File: src/dlc2_pkg.sv
package dlc2_pkg;

    // ------------------------------------------------------------
    // Register map
    // ------------------------------------------------------------
    localparam logic [15:0] DLC2_OFS_REPORT = 16'h0142;
    localparam logic [15:0] DLC2_OFS_CTRL = 16'h0143;
    localparam logic [15:0] DLC2_OFS_STATUS = 16'h0144;

    localparam logic [7:0] DLC2_RST_REPORT = 8'h00;
    localparam logic [7:0] DLC2_RST_CTRL = 8'h00;

    // Report register fields
    localparam int DLC2_RPT_SPARE2 = 4;
    localparam int DLC2_RPT_RFIELD_LO = 0;
    localparam int DLC2_RPT_RFIELD_W = 4;
    localparam int DLC2_RPT_USED_W = 5;

    // Control register fields
    localparam int DLC2_CTL_LOOP_EN = 7;
    localparam int DLC2_CTL_AUTO_ABORT_DIS = 6;
    localparam int DLC2_CTL_RX_CHECK_DIS = 5;
    localparam int DLC2_CTL_AUTO_DISCARD = 4;
    localparam int DLC2_CTL_FORCE_ABORT = 3;
    localparam int DLC2_CTL_MSG_TYPE = 0;

    // Status register fields
    localparam int DLC2_STA_LOOP_ACTIVE = 0;
    localparam int DLC2_STA_ABORTING = 1;
    localparam int DLC2_STA_LAST_DISCARD = 2;
    localparam int DLC2_STA_FCS_ERR = 3;

    // ------------------------------------------------------------
    // Abort timing and message digest
    // ------------------------------------------------------------
    localparam logic [2:0] DLC2_ABORT_ONES = 3'h7;
    localparam int DLC2_SIG_W = 16;

    // Channel framing formats
    typedef enum logic [1:0] {
        DLC2_FMT_SF = 2'b00,
        DLC2_FMT_ESF = 2'b01,
        DLC2_FMT_LOOP = 2'b10,
        DLC2_FMT_OTHER = 2'b11
    } dlc2_fmt_t;

    // Abort generator states
    typedef enum logic [1:0] {
        DLC2_AB_IDLE = 2'b00,
        DLC2_AB_ZERO = 2'b01,
        DLC2_AB_ONES = 2'b10
    } dlc2_ab_state_t;

endpackage

File: src/dlc2_tx_if.sv
// Transmit path between control block and abort generator
interface dlc2_tx_if;
    logic bitTick;
    logic msgOriented;
    logic autoAbortDis;
    logic forceAbort;
    logic engineBit;
    logic lineBit;
    logic aborting;

    modport ctl (output bitTick, msgOriented, autoAbortDis, forceAbort, engineBit,
        input lineBit, aborting);
    modport gen (input bitTick, msgOriented, autoAbortDis, forceAbort, engineBit,
        output lineBit, aborting);
endinterface

File: src/dlc2_control.sv
// Added by the designer: the plain strobed port.
module dlc2_control (
    // Clock and reset
    input wire logic clk,
    input wire logic reset_n,
    // Register port
    input wire logic [15:0] regAddr,
    input wire logic [7:0] regWrData,
    input wire logic regWrStrobe,
    input wire logic regRdStrobe,
    output logic [7:0] regRdData,
    // Channel framing and data-link bit timing
    input wire dlc2_pkg::dlc2_fmt_t framingFmt,
    input wire logic bitTick,
    // Transmit engine side
    input wire logic engineBit,
    output logic txLineBit,
    output logic txMsgOriented,
    output logic txAborting,
    output logic loopLinkActive,
    output logic sfBitsSelect,
    output logic reportSpareFieldTwo,
    output logic [3:0] reportRField,
    // Receive engine side
    input wire logic rxFrameDone,
    input wire logic rxFcsGood,
    input wire logic [15:0] rxMsgSig,
    output logic rxCheckEnable,
    output logic rxStore,
    output logic rxDrop
);
    import dlc2_pkg::*;

    dlc2_tx_if txIf ();

    logic [7:0] rptReg_q;
    logic [7:0] ctlReg_q;
    logic [7:0] rptApp_q;
    logic [7:0] ctlApp_q;
    logic [7:0] rdData_q;
    logic [7:0] statusVal;
    logic [15:0] heldSig_q;
    logic heldValid_q;
    logic lastDiscard_q;
    logic fcsErr_q;
    logic rxStore_q;
    logic rxDrop_q;
    logic fcsBad;
    logic isRepeat;

    // Loop-carrier format is usable only under these two framings
    function automatic logic loopFmtOk(input dlc2_fmt_t fmt);
        return (fmt == DLC2_FMT_LOOP) || (fmt == DLC2_FMT_ESF);
    endfunction

    // ------------------------------------------------------------
    // Software registers
    // ------------------------------------------------------------
    // Software-side copies, written at once
    always_ff @(posedge clk or negedge reset_n) begin
        if (!reset_n) begin
            rptReg_q <= DLC2_RST_REPORT;
            ctlReg_q <= DLC2_RST_CTRL;
        end else if (regWrStrobe) begin
            if (regAddr == DLC2_OFS_REPORT) begin
                rptReg_q <= regWrData;
            end
            if (regAddr == DLC2_OFS_CTRL) begin
                ctlReg_q <= regWrData;
            end
        end
    end

    // Applied copies move only on a link bit boundary, avoiding mid-bit glitches
    always_ff @(posedge clk or negedge reset_n) begin
        if (!reset_n) begin
            rptApp_q <= DLC2_RST_REPORT;
            ctlApp_q <= DLC2_RST_CTRL;
        end else if (bitTick) begin
            rptApp_q <= rptReg_q;
            ctlApp_q <= ctlReg_q;
        end
    end

    // Status reflects applied state and last receive outcome
    always_comb begin
        statusVal = 8'h00;
        statusVal[DLC2_STA_LOOP_ACTIVE] = loopLinkActive;
        statusVal[DLC2_STA_ABORTING] = txAborting;
        statusVal[DLC2_STA_LAST_DISCARD] = lastDiscard_q;
        statusVal[DLC2_STA_FCS_ERR] = fcsErr_q;
    end

    // Read data stand one cycle only; unmapped reads give zero
    always_ff @(posedge clk or negedge reset_n) begin
        if (!reset_n) begin
            rdData_q <= 8'h00;
        end else if (regRdStrobe) begin
            case (regAddr)
                DLC2_OFS_REPORT: rdData_q <= rptReg_q;
                DLC2_OFS_CTRL: rdData_q <= ctlReg_q;
                DLC2_OFS_STATUS: rdData_q <= statusVal;
                default: rdData_q <= 8'h00;
            endcase
        end else begin
            rdData_q <= 8'h00;
        end
    end

    assign regRdData = rdData_q;

    // ------------------------------------------------------------
    // Transmit controls
    // ------------------------------------------------------------
    // Report fields straight from applied register
    assign reportSpareFieldTwo = rptApp_q[DLC2_RPT_SPARE2];
    assign reportRField = rptApp_q[DLC2_RPT_RFIELD_LO +: DLC2_RPT_RFIELD_W];

    // Enable ignored outside the two permitted framings
    assign loopLinkActive = ctlApp_q[DLC2_CTL_LOOP_EN] && loopFmtOk(framingFmt);
    assign sfBitsSelect = !loopLinkActive;

    assign txMsgOriented = ctlApp_q[DLC2_CTL_MSG_TYPE];

    // Abort generator hookup
    assign txIf.bitTick = bitTick;
    assign txIf.msgOriented = ctlApp_q[DLC2_CTL_MSG_TYPE];
    assign txIf.autoAbortDis = ctlApp_q[DLC2_CTL_AUTO_ABORT_DIS];
    assign txIf.forceAbort = ctlApp_q[DLC2_CTL_FORCE_ABORT];
    assign txIf.engineBit = engineBit;
    assign txLineBit = txIf.lineBit;
    assign txAborting = txIf.aborting;

    dlc2_abort_gen abortGen (
        .clk(clk),
        .reset_n(reset_n),
        .tx(txIf.gen)
    );

    // ------------------------------------------------------------
    // Receive filtering
    // ------------------------------------------------------------
    assign rxCheckEnable = !ctlApp_q[DLC2_CTL_RX_CHECK_DIS];
    assign fcsBad = rxCheckEnable && !rxFcsGood;
    assign isRepeat = ctlApp_q[DLC2_CTL_AUTO_DISCARD] && heldValid_q
        && (rxMsgSig == heldSig_q);

    // Keep or drop each finished frame; kept frames become the held one
    always_ff @(posedge clk or negedge reset_n) begin
        if (!reset_n) begin
            rxStore_q <= 1'b0;
            rxDrop_q <= 1'b0;
            heldSig_q <= 16'h0000;
            heldValid_q <= 1'b0;
            lastDiscard_q <= 1'b0;
            fcsErr_q <= 1'b0;
        end else begin
            rxStore_q <= rxFrameDone && !fcsBad && !isRepeat;
            rxDrop_q <= rxFrameDone && (fcsBad || isRepeat);
            if (rxFrameDone) begin
                lastDiscard_q <= !fcsBad && isRepeat;
                fcsErr_q <= fcsBad;
                if (!fcsBad && !isRepeat) begin
                    heldSig_q <= rxMsgSig;
                    heldValid_q <= 1'b1;
                end
            end
        end
    end

    assign rxStore = rxStore_q;
    assign rxDrop = rxDrop_q;

    // ------------------------------------------------------------
    // Checks
    // ------------------------------------------------------------
    property p_spare_follows;
        @(posedge clk) disable iff (!reset_n)
        bitTick |=> reportSpareFieldTwo == $past(rptReg_q[DLC2_RPT_SPARE2]);
    endproperty
    a_spare_follows: assert property (p_spare_follows) else $error("spare bit not applied");

    property p_rfield_follows;
        @(posedge clk) disable iff (!reset_n)
        bitTick |=> reportRField == $past(rptReg_q[DLC2_RPT_RFIELD_LO +: DLC2_RPT_RFIELD_W]);
    endproperty
    a_rfield_follows: assert property (p_rfield_follows) else $error("R field not applied");

    property p_loop_fmt;
        @(posedge clk) disable iff (!reset_n)
        loopLinkActive |-> framingFmt == DLC2_FMT_LOOP || framingFmt == DLC2_FMT_ESF;
    endproperty
    a_loop_fmt: assert property (p_loop_fmt) else $error("loop link in wrong framing");

    property p_loop_sf;
        @(posedge clk) disable iff (!reset_n)
        bitTick |=> sfBitsSelect == !($past(ctlReg_q[DLC2_CTL_LOOP_EN])
            && (framingFmt == DLC2_FMT_LOOP || framingFmt == DLC2_FMT_ESF));
    endproperty
    a_loop_sf: assert property (p_loop_sf) else $error("SF select wrong");

    property p_hold_between_ticks;
        @(posedge clk) disable iff (!reset_n)
        !bitTick |=> $stable(txMsgOriented) && $stable(reportRField);
    endproperty
    a_hold_between_ticks: assert property (p_hold_between_ticks) else $error("applied off tick");

    property p_fcs_drop;
        @(posedge clk) disable iff (!reset_n)
        rxFrameDone && !rxFcsGood && rxCheckEnable |=> rxDrop && !rxStore;
    endproperty
    a_fcs_drop: assert property (p_fcs_drop) else $error("bad FCS frame kept");

    property p_no_check;
        @(posedge clk) disable iff (!reset_n)
        rxFrameDone && !rxCheckEnable && !isRepeat |=> rxStore;
    endproperty
    a_no_check: assert property (p_no_check) else $error("frame dropped with check off");

    property p_repeat_drop;
        @(posedge clk) disable iff (!reset_n)
        rxFrameDone && !fcsBad && !isRepeat ##1 rxFrameDone && $stable(rxMsgSig)
            && ctlApp_q[DLC2_CTL_AUTO_DISCARD] && $stable(ctlApp_q) |=> rxDrop && !rxStore;
    endproperty
    a_repeat_drop: assert property (p_repeat_drop) else $error("repeat not discarded");

    property p_msg_type;
        @(posedge clk) disable iff (!reset_n)
        bitTick |=> txMsgOriented == $past(ctlReg_q[DLC2_CTL_MSG_TYPE]);
    endproperty
    a_msg_type: assert property (p_msg_type) else $error("message type not applied");

    c_repeat: cover property (@(posedge clk) disable iff (!reset_n) rxDrop && lastDiscard_q);
    c_loop: cover property (@(posedge clk) disable iff (!reset_n) loopLinkActive);
    c_read_ctl: cover property (@(posedge clk) disable iff (!reset_n)
        regRdStrobe && regAddr == DLC2_OFS_CTRL);
endmodule

File: src/dlc2_abort_gen.sv
module dlc2_abort_gen (
    // Clock and reset
    input wire logic clk,
    input wire logic reset_n,
    // Transmit path
    dlc2_tx_if.gen tx
);
    import dlc2_pkg::*;

    dlc2_ab_state_t state_q;
    logic prevMos_q;
    logic [2:0] onesCnt_q;
    logic lineBit_q;
    logic switchToBos;

    // ------------------------------------------------------------
    // Abort sequencing
    // ------------------------------------------------------------
    assign switchToBos = tx.bitTick && prevMos_q && !tx.msgOriented;

    // Remember last message type to spot the abrupt switch
    always_ff @(posedge clk or negedge reset_n) begin
        if (!reset_n) begin
            prevMos_q <= 1'b0;
        end else if (tx.bitTick) begin
            prevMos_q <= tx.msgOriented;
        end
    end

    // Zero then seven ones; a new switch mid-abort restarts it
    always_ff @(posedge clk or negedge reset_n) begin
        if (!reset_n) begin
            state_q <= DLC2_AB_IDLE;
            onesCnt_q <= 3'h0;
        end else if (switchToBos && !tx.autoAbortDis) begin
            state_q <= DLC2_AB_ZERO;
            onesCnt_q <= 3'h0;
        end else if (tx.bitTick) begin
            case (state_q)
                DLC2_AB_IDLE: begin
                    state_q <= DLC2_AB_IDLE;
                end
                DLC2_AB_ZERO: begin
                    state_q <= DLC2_AB_ONES;
                    onesCnt_q <= 3'h1;
                end
                // Leave on the tick that sends the seventh one, not one tick later
                DLC2_AB_ONES: begin
                    onesCnt_q <= onesCnt_q + 3'h1;
                    if (onesCnt_q + 3'h1 == DLC2_ABORT_ONES) begin
                        state_q <= DLC2_AB_IDLE;
                    end
                end
                default: begin
                    state_q <= DLC2_AB_IDLE;
                end
            endcase
        end
    end

    // Line bit: forced abort wins over everything, then auto abort
    always_ff @(posedge clk or negedge reset_n) begin
        if (!reset_n) begin
            lineBit_q <= 1'b1;
        end else if (tx.bitTick) begin
            if (tx.forceAbort) begin
                lineBit_q <= 1'b1;
            end else if (switchToBos && !tx.autoAbortDis) begin
                lineBit_q <= 1'b0;
            end else if (state_q == DLC2_AB_ZERO || state_q == DLC2_AB_ONES) begin
                lineBit_q <= 1'b1;
            end else begin
                lineBit_q <= tx.engineBit;
            end
        end
    end

    assign tx.lineBit = lineBit_q;
    assign tx.aborting = tx.forceAbort || (state_q != DLC2_AB_IDLE);

    // ------------------------------------------------------------
    // Checks
    // ------------------------------------------------------------
    property p_force_ones;
        @(posedge clk) disable iff (!reset_n)
        tx.bitTick && tx.forceAbort |=> tx.lineBit;
    endproperty
    a_force_ones: assert property (p_force_ones) else $error("forced abort not ones");

    property p_auto_zero;
        @(posedge clk) disable iff (!reset_n)
        switchToBos && !tx.autoAbortDis && !tx.forceAbort |=> !tx.lineBit;
    endproperty
    a_auto_zero: assert property (p_auto_zero) else $error("abort did not start with zero");

    property p_auto_len;
        @(posedge clk) disable iff (!reset_n)
        $rose(state_q == DLC2_AB_ONES) |-> onesCnt_q == 3'h1;
    endproperty
    a_auto_len: assert property (p_auto_len) else $error("abort ones count wrong");

    property p_no_auto_when_dis;
        @(posedge clk) disable iff (!reset_n)
        switchToBos && tx.autoAbortDis && state_q == DLC2_AB_IDLE |=> state_q == DLC2_AB_IDLE;
    endproperty
    a_no_auto_when_dis: assert property (p_no_auto_when_dis) else $error("abort sent while disabled");

    c_auto_abort: cover property (@(posedge clk) disable iff (!reset_n)
        state_q == DLC2_AB_ONES && onesCnt_q + 3'h1 == DLC2_ABORT_ONES && tx.bitTick);
    c_force_abort: cover property (@(posedge clk) disable iff (!reset_n)
        tx.forceAbort && tx.bitTick);
endmodule

File: config.mk
export PLATFORM = sky130hd
export DESIGN_NAME = dlc2_control
export DESIGN_NICKNAME = d
export VERILOG_FILES = /design/src/dlc2_pkg.sv /design/src/dlc2_tx_if.sv /design/src/dlc2_control.sv /design/src/dlc2_abort_gen.sv
export SDC_FILE = /design/constraint.sdc
export NUM_CORES = 1
export LEC_CHECK = 0
export BUFFER_PORTS_ARGS = -buffer_cell sky130_fd_sc_hd__buf_2
export CAP_MARGIN = 20
export CORE_UTILIZATION = 40
export CTS_CLUSTER_DIAMETER = 80
export CTS_CLUSTER_SIZE = 40
export DETAILED_ROUTE_END_ITERATION = 10
export PLACE_DENSITY_LB_ADDON = 0.25
export SLEW_MARGIN = 20
export SYNTH_ARGS = -nofsm -noshare
export SYNTH_HDL_FRONTEND = slang
export SYNTH_HIERARCHICAL = 1
export SYNTH_SLANG_ARGS = --single-unit
export TNS_END_PERCENT = 10
File: constraint.sdc
create_clock -name clk -period 2.6 [get_ports clk]
set_input_delay 0.52 -clock clk [delete_from_list [all_inputs] [get_ports clk]]
set_output_delay 0.52 -clock clk [all_outputs]
set_load 0.02 [all_outputs]
* Word-level counts from Yosys, hierarchy flattened
Cells that the tools add are included.
** Storage, ports and cells
- Logic and storage cells :: 69
- Latch bits :: 0
- Bits in writable memories :: 0
- ROM bits :: 0
- Flip-flop bits (word level) :: 65
- Memories :: 0
- Output and inout bits :: 21
- Input port bits :: 50
** Cells by class
- Divide/modulo/power cells :: 0
- Multiply operators :: 0
- Magnitude comparators :: 0
- Bitwise gates (word level) :: 0
- Add/sub/neg operators :: 1
- Shift operators :: 0
- Equal/unequal tests :: 10
- Muxes and demuxes :: 12
- Reduce and logical (&&, ||, !) cells :: 31
** Operator list (count)
- == test 16 x 9 -> 1 bit, second input constant :: 3
- case mux 8 bit (3 select lines) :: 1
- == test 16 bit :: 1
- logical AND 1 bit :: 12
- AND reduction 2 bit :: 5
- 2-to-1 mux 8 bit :: 1
- logical NOT 1 bit :: 7
- 2-to-1 mux 2 bit :: 3
- 2-to-1 mux 3 bit :: 2
- case mux 3 bit (2 select lines) :: 1
- == test 2 x 1 -> 1 bit, second input constant :: 2
- == test 2 bit, second input constant :: 2
- logical OR 1 bit :: 4
- case mux 2 bit (2 select lines) :: 1
- nonzero test 2 bit :: 2
- adder 3 x 1 -> 3 bit, second input constant :: 1
- == test 3 bit, second input constant :: 1
- 2-to-1 mux 1 bit :: 3
- inequality test 3 x 1 -> 1 bit, second input constant :: 1
- nonzero test 3 bit :: 1

* Logic depth before layout (Yosys ltp)
- Word-level depth :: 6
- Gate-level depth with buffers :: 6
- Mapped depth without buffers :: 5

* Modules after synthesis
Netlist, hierarchy kept.
** Modules (own cells, without submodules)
- dlc2_control :: times used 1, seq. area each 1401.3 um^2, area an instance 2472.4 um^2, cells an instance 176
- dlc2_abort_gen :: times used 1, seq. area each 176.4 um^2, area an instance 456.7 um^2, cells an instance 44

* Least setup slack after synthesis
OpenSTA, ideal clock, no wires.
- Kind :: input -> register
- From :: input regAddr[4]
- To :: register rptReg_q[0]
- Stages :: 5
- Setup slack :: 822 ps
- Required time :: 2475 ps
- Data arrival time :: 1653 ps
- Library setup time :: 125 ps
- Path through :: nor4b_2 -> and4_4 -> nand3_4 -> nor2_8 -> mux2_4
** Between the ends
- Word-level cells in the longest chain between the ends :: 2
** Ends and longest elaborated chain
- start, declared :: RTL line dlc2_control.sv:7 : input wire logic [15:0] regAddr,
- == test 16 x 9 -> 1 bit :: RTL line dlc2_control.sv:65 : if (regAddr == DLC2_OFS_REPORT) begin
- AND reduction 2 bit (no source line)
- end signal, assigned :: RTL line dlc2_control.sv:66 : rptReg_q <= regWrData;
- end, declared :: RTL line dlc2_control.sv:36 : logic [7:0] rptReg_q;
Every way passes these cells.
A chain may end at the register's enable or synchronous reset.

* Worst setup path in the final report
- From :: register abortGen.state_q[1]
- To :: output txAborting
** Between the ends
- Word-level cells in the longest chain between the ends :: 2
** Ends and longest elaborated chain
- start, declared :: RTL line dlc2_abort_gen.sv:10 : dlc2_ab_state_t state_q;
- start signal, assigned :: RTL line dlc2_abort_gen.sv:33 : state_q <= DLC2_AB_IDLE;
- start signal, assigned :: RTL line dlc2_abort_gen.sv:36 : state_q <= DLC2_AB_ZERO;
- start signal, assigned :: RTL line dlc2_abort_gen.sv:41 : state_q <= DLC2_AB_IDLE;
- nonzero test 2 bit :: RTL line dlc2_abort_gen.sv:79 : assign tx.aborting = tx.forceAbort || (state_q != DLC2_AB_IDLE);
- logical OR 1 bit :: RTL line dlc2_abort_gen.sv:79
- end, declared :: RTL line dlc2_control.sv:19 : output logic txAborting,
Every way passes these cells.

==> flow_results.org <==
** Status
- Status :: complete, no violations

** Worst setup path
- STA classifies the critical path endpoint as a primary output.
- Capturing point of the worst reg2reg path :: heldSig_q[15]
- The worst setup path is of the flip-flop to primary output kind.
- Along the worst path, the maximum fanout reaches 4.
- At the worst endpoint, the required time is 2.08 ns.
- Data arrival time of the critical path :: 1.26 ns
- Longest individual stage delay on the worst path :: 0.38 ns
- Across all register-to-register paths, the minimum setup slack is 0.83 ns.
- Critical-path cell list :: inv_1 -> ha_1 -> nand2_1 -> buf_2
- The worst register-to-register path begins at ctlApp_q[5].
- Cell at the slowest stage of the critical path :: dfrtp_1
- Kind of start point of the critical path :: flip-flop
- Depth of the worst register-to-register path :: 5

** Power and ir drop
- VDD sags by at most 0.3343 mV.
- Summing internal, switching and leakage power gives 2.128 mW.
- For this design the static power due to leakage is 1.723 nW.
- Power density of the placed cells :: 593.9 mW/mm²

** Cells and area
- In the final design database the tool counted 354 nets.
- Leading cell types in the layout, fill and taps excluded :: buf_2, dfrtp_1, mux2_2
- With fillers left out, the area of the finished cells amounts to 0.003582 mm².
- Antenna fix cells :: 0
- Final design utilization :: 0.5159
- Synth-to-layout area growth :: 22.30%
- Leaving out fill and tap cells, the most frequent cell in the layout is buf_2.
- Number of standard cells in the layout, taps in and fillers out :: 400
- FILL cells :: 639
- In the final layout, the share of cells above drive strength 1 is 0.4638.

** Logic synthesis
- Post-synthesis cell count :: 220
- Count of unique library cells instantiated by Yosys :: 44
- Sequential element share of the synthesized area :: 0.5387
- For this run, asynchronously set or reset flops after synthesis account for 1.000.
- Number of flip-flops and latches in the synthesized netlist :: 63
- The mapped netlist covers 0.002929 mm².
- Yosys mapped a number of flops with a built-in enable equal to 0.
- Synthesis produced a netlist with a net count of 275.
- The average instance in the mapped netlist occupies 13.31 µm².
- For this run, the number of Yosys warnings is 6.
- For this run, the leading register cell type out of synthesis is dfrtp_1.

** Detailed routing
- The routed layout has 1,934 vias.
- The first detailed-routing pass ran for 4 iterations.
- After detailed routing, the total wire length is 5530 µm.
- After detailed routing, the average wire length per cell comes to 13.83 µm.
- Remaining routing DRC violations :: 0
- Mean number of vias per cell :: 4.835
- Antenna Nets Post-Route :: 0
- Iter 0 DRT Violations :: 76

** Place
- At the placement stage, the worst setup path has a slack of 0.5761 ns.
- Final Wtd Congestion :: 0.7117
- Cell count after placement :: 384
- In this run the tool buffered the top-level ports with 70 buffer cells.
- The HPWL after detailed placement is 4135 µm.
- After detailed placement, the total cell area comes to 0.003396 mm².

** STA
- The total count of hold-check failures in the final report is 0.
- Achievable Freq :: 560.3 MHz
- Adding up every negative setup slack in the final design gives 0 ns.
- The clock arrives with 0.01128 ns of skew.
- RSZ-0062 raised after global routing :: false
- After layout, the minimum clock period comes to 1.785 ns.
- Share of the clock period used by the worst path after layout :: 0.6865
- The worst path meets setup with 0.8152 ns of slack.
- At the pin with the least slew margin, the transition time is 0.6808 ns.
- Hold timing on the final database bottoms out at a slack of 0.2174 ns.
- Fin. max-slew vios :: 0
- Setup-failing EPs final :: 0
- Worst-case headroom to the max-slew limit :: 0.5461

** Global route
- The via count of the first global-routing pass came to 1,899.
- All-Layer GR Usage :: 0.1596
- Entering global routing, the biggest net connects 36 pins.
- Global-route wire length before repair :: 9052 µm
- For this run the aggregate overflow at the end of global routing stands at 0.
- The initial antenna violation count came to 0.

** Clock network
- In this run, post-CTS hold repair placed 0 buffers.
- TritonCTS created 9 clock buffers.
- The clock passes through at most 2 buffers.
- Clock tree from TritonCTS :: yes
- Post-CTS setup repair buffer count :: 0
- Once the clock tree was built, the resizer swapped 0 gates to a different size.
- The tree is rooted in a clkbuf_8.
- In this run the number of H-tree levels came out at 3.
- Clk_lat worst skew :: 0.34 ns
- Number of clock sinks :: 63
- Clock-pin slew was measured on the worst setup and hold paths at 0.07 ns.

** Floorplan
- Chip Height :: 87.57 µm
- The die is 87.57 µm wide.
- Row cnt :: 30
- The die covers 0.007669 mm².
- I/O pins :: 71
- The floorplan step defined a core boundary enclosing 0.006944 mm².
- Initial standard-cell utilization of the core :: 0.4218

** Min path
- Worst min path class :: input pin to asynchronous set/reset pin

** Flow run
- Maximum Capacitance Violations :: 0
[cell type report]
type / count / area (µm²) / area share
clock buffers: 14 / 172.7 / 0.04820
well taps: 96 / 120.1 / 0.03353
repair buffers: 72 / 377.9 / 0.1055
multi-input cells: 144 / 1286 / 0.3591
inverters: 9 / 33.78 / 0.009431
flip-flops and latches: 63 / 1578 / 0.4404
clock inverters: 2 / 13.76 / 0.003842
[routing by layer]
metal | track usage | wire (µm) | up-vias
met5 | 0 | 0 | -
met4 | 0.05812 | 73 | 0
met3 | 0.05749 | 240 | 8
met2 | 0.2443 | 2701 | 40
met1 | 0.2094 | 2515 | 952
li1 | - | - | 934
[critical path, delay by kind of cell (launching register included)]
kind,cells,cell delay [ns]
flip-flops,1,0.38
AND/OR/NAND/NOR,1,0.10
buffers and inverters,2,0.31
adder cells (fa/ha/maj),1,0.16
[synthesized netlist by cell type (3+ instances only)]
library cell / n / area (µm²)
a21oi_1: 5 / 25.02
dfrtp_1: 62 / 1551
ha_1: 5 / 62.56
inv_1: 9 / 33.78
mux2_2: 35 / 394.1
mux2_4: 8 / 120.1
mux2i_1: 8 / 80.08
nand2_1: 8 / 30.03
nand2b_1: 3 / 18.77
nand3_1: 5 / 25.02
nand4_1: 3 / 18.77
nor2_1: 16 / 60.06
o21ai_0: 4 / 20.02
xnor2_1: 16 / 140.1
[power breakdown]
part | switching [mW] | internal [mW]
Combinational | 0.126 | 0.137
Clock | 0.364 | 0.425
Sequential | 0.0366 | 1.04
[cells by family (layout without fill, tap and decap cells)]
family | Yosys count | after routing | share of synthesized area
DFF | 63 | 63 | 0.5387
muxes | 52 | 52 | 0.2068
and+or+nand+nor | 48 | 48 | 0.1077
AOI/OAI and AO/OA | 21 | 21 | 0.04956
xor gates and xnor gates | 18 | 18 | 0.05382
buffers and inverters | 13 | 97 | 0.02221
adders and majority gates | 5 | 5 | 0.02136
[worst max-delay path by stage]
stage	start	endpoint	slack [ns]	cells after the start
after floorplan	regAddr[4]	rptReg_q[0]	0.82	5
after global placement	rxFcsGood	heldSig_q[15]	0.59	6
after detailed placement	rxFcsGood	heldSig_q[15]	0.58	6
after CTS	abortGen/state_q[1]	txAborting	0.79	4
after global routing	ctlApp_q[5]	heldSig_q[15]	0.67	5
final	abortGen/state_q[1]	txAborting	0.82	4
[sequential cells by signal, summed over array words and instances (netlist names), 2 cells and up]
name                count
abortGen/onesCnt_q      3
abortGen/state_q        2
ctlApp_q                6
ctlReg_q                8
heldSig_q              16
regRdData               8
rptApp_q                5
rptReg_q                8
(Power assumes the default switching activity.)
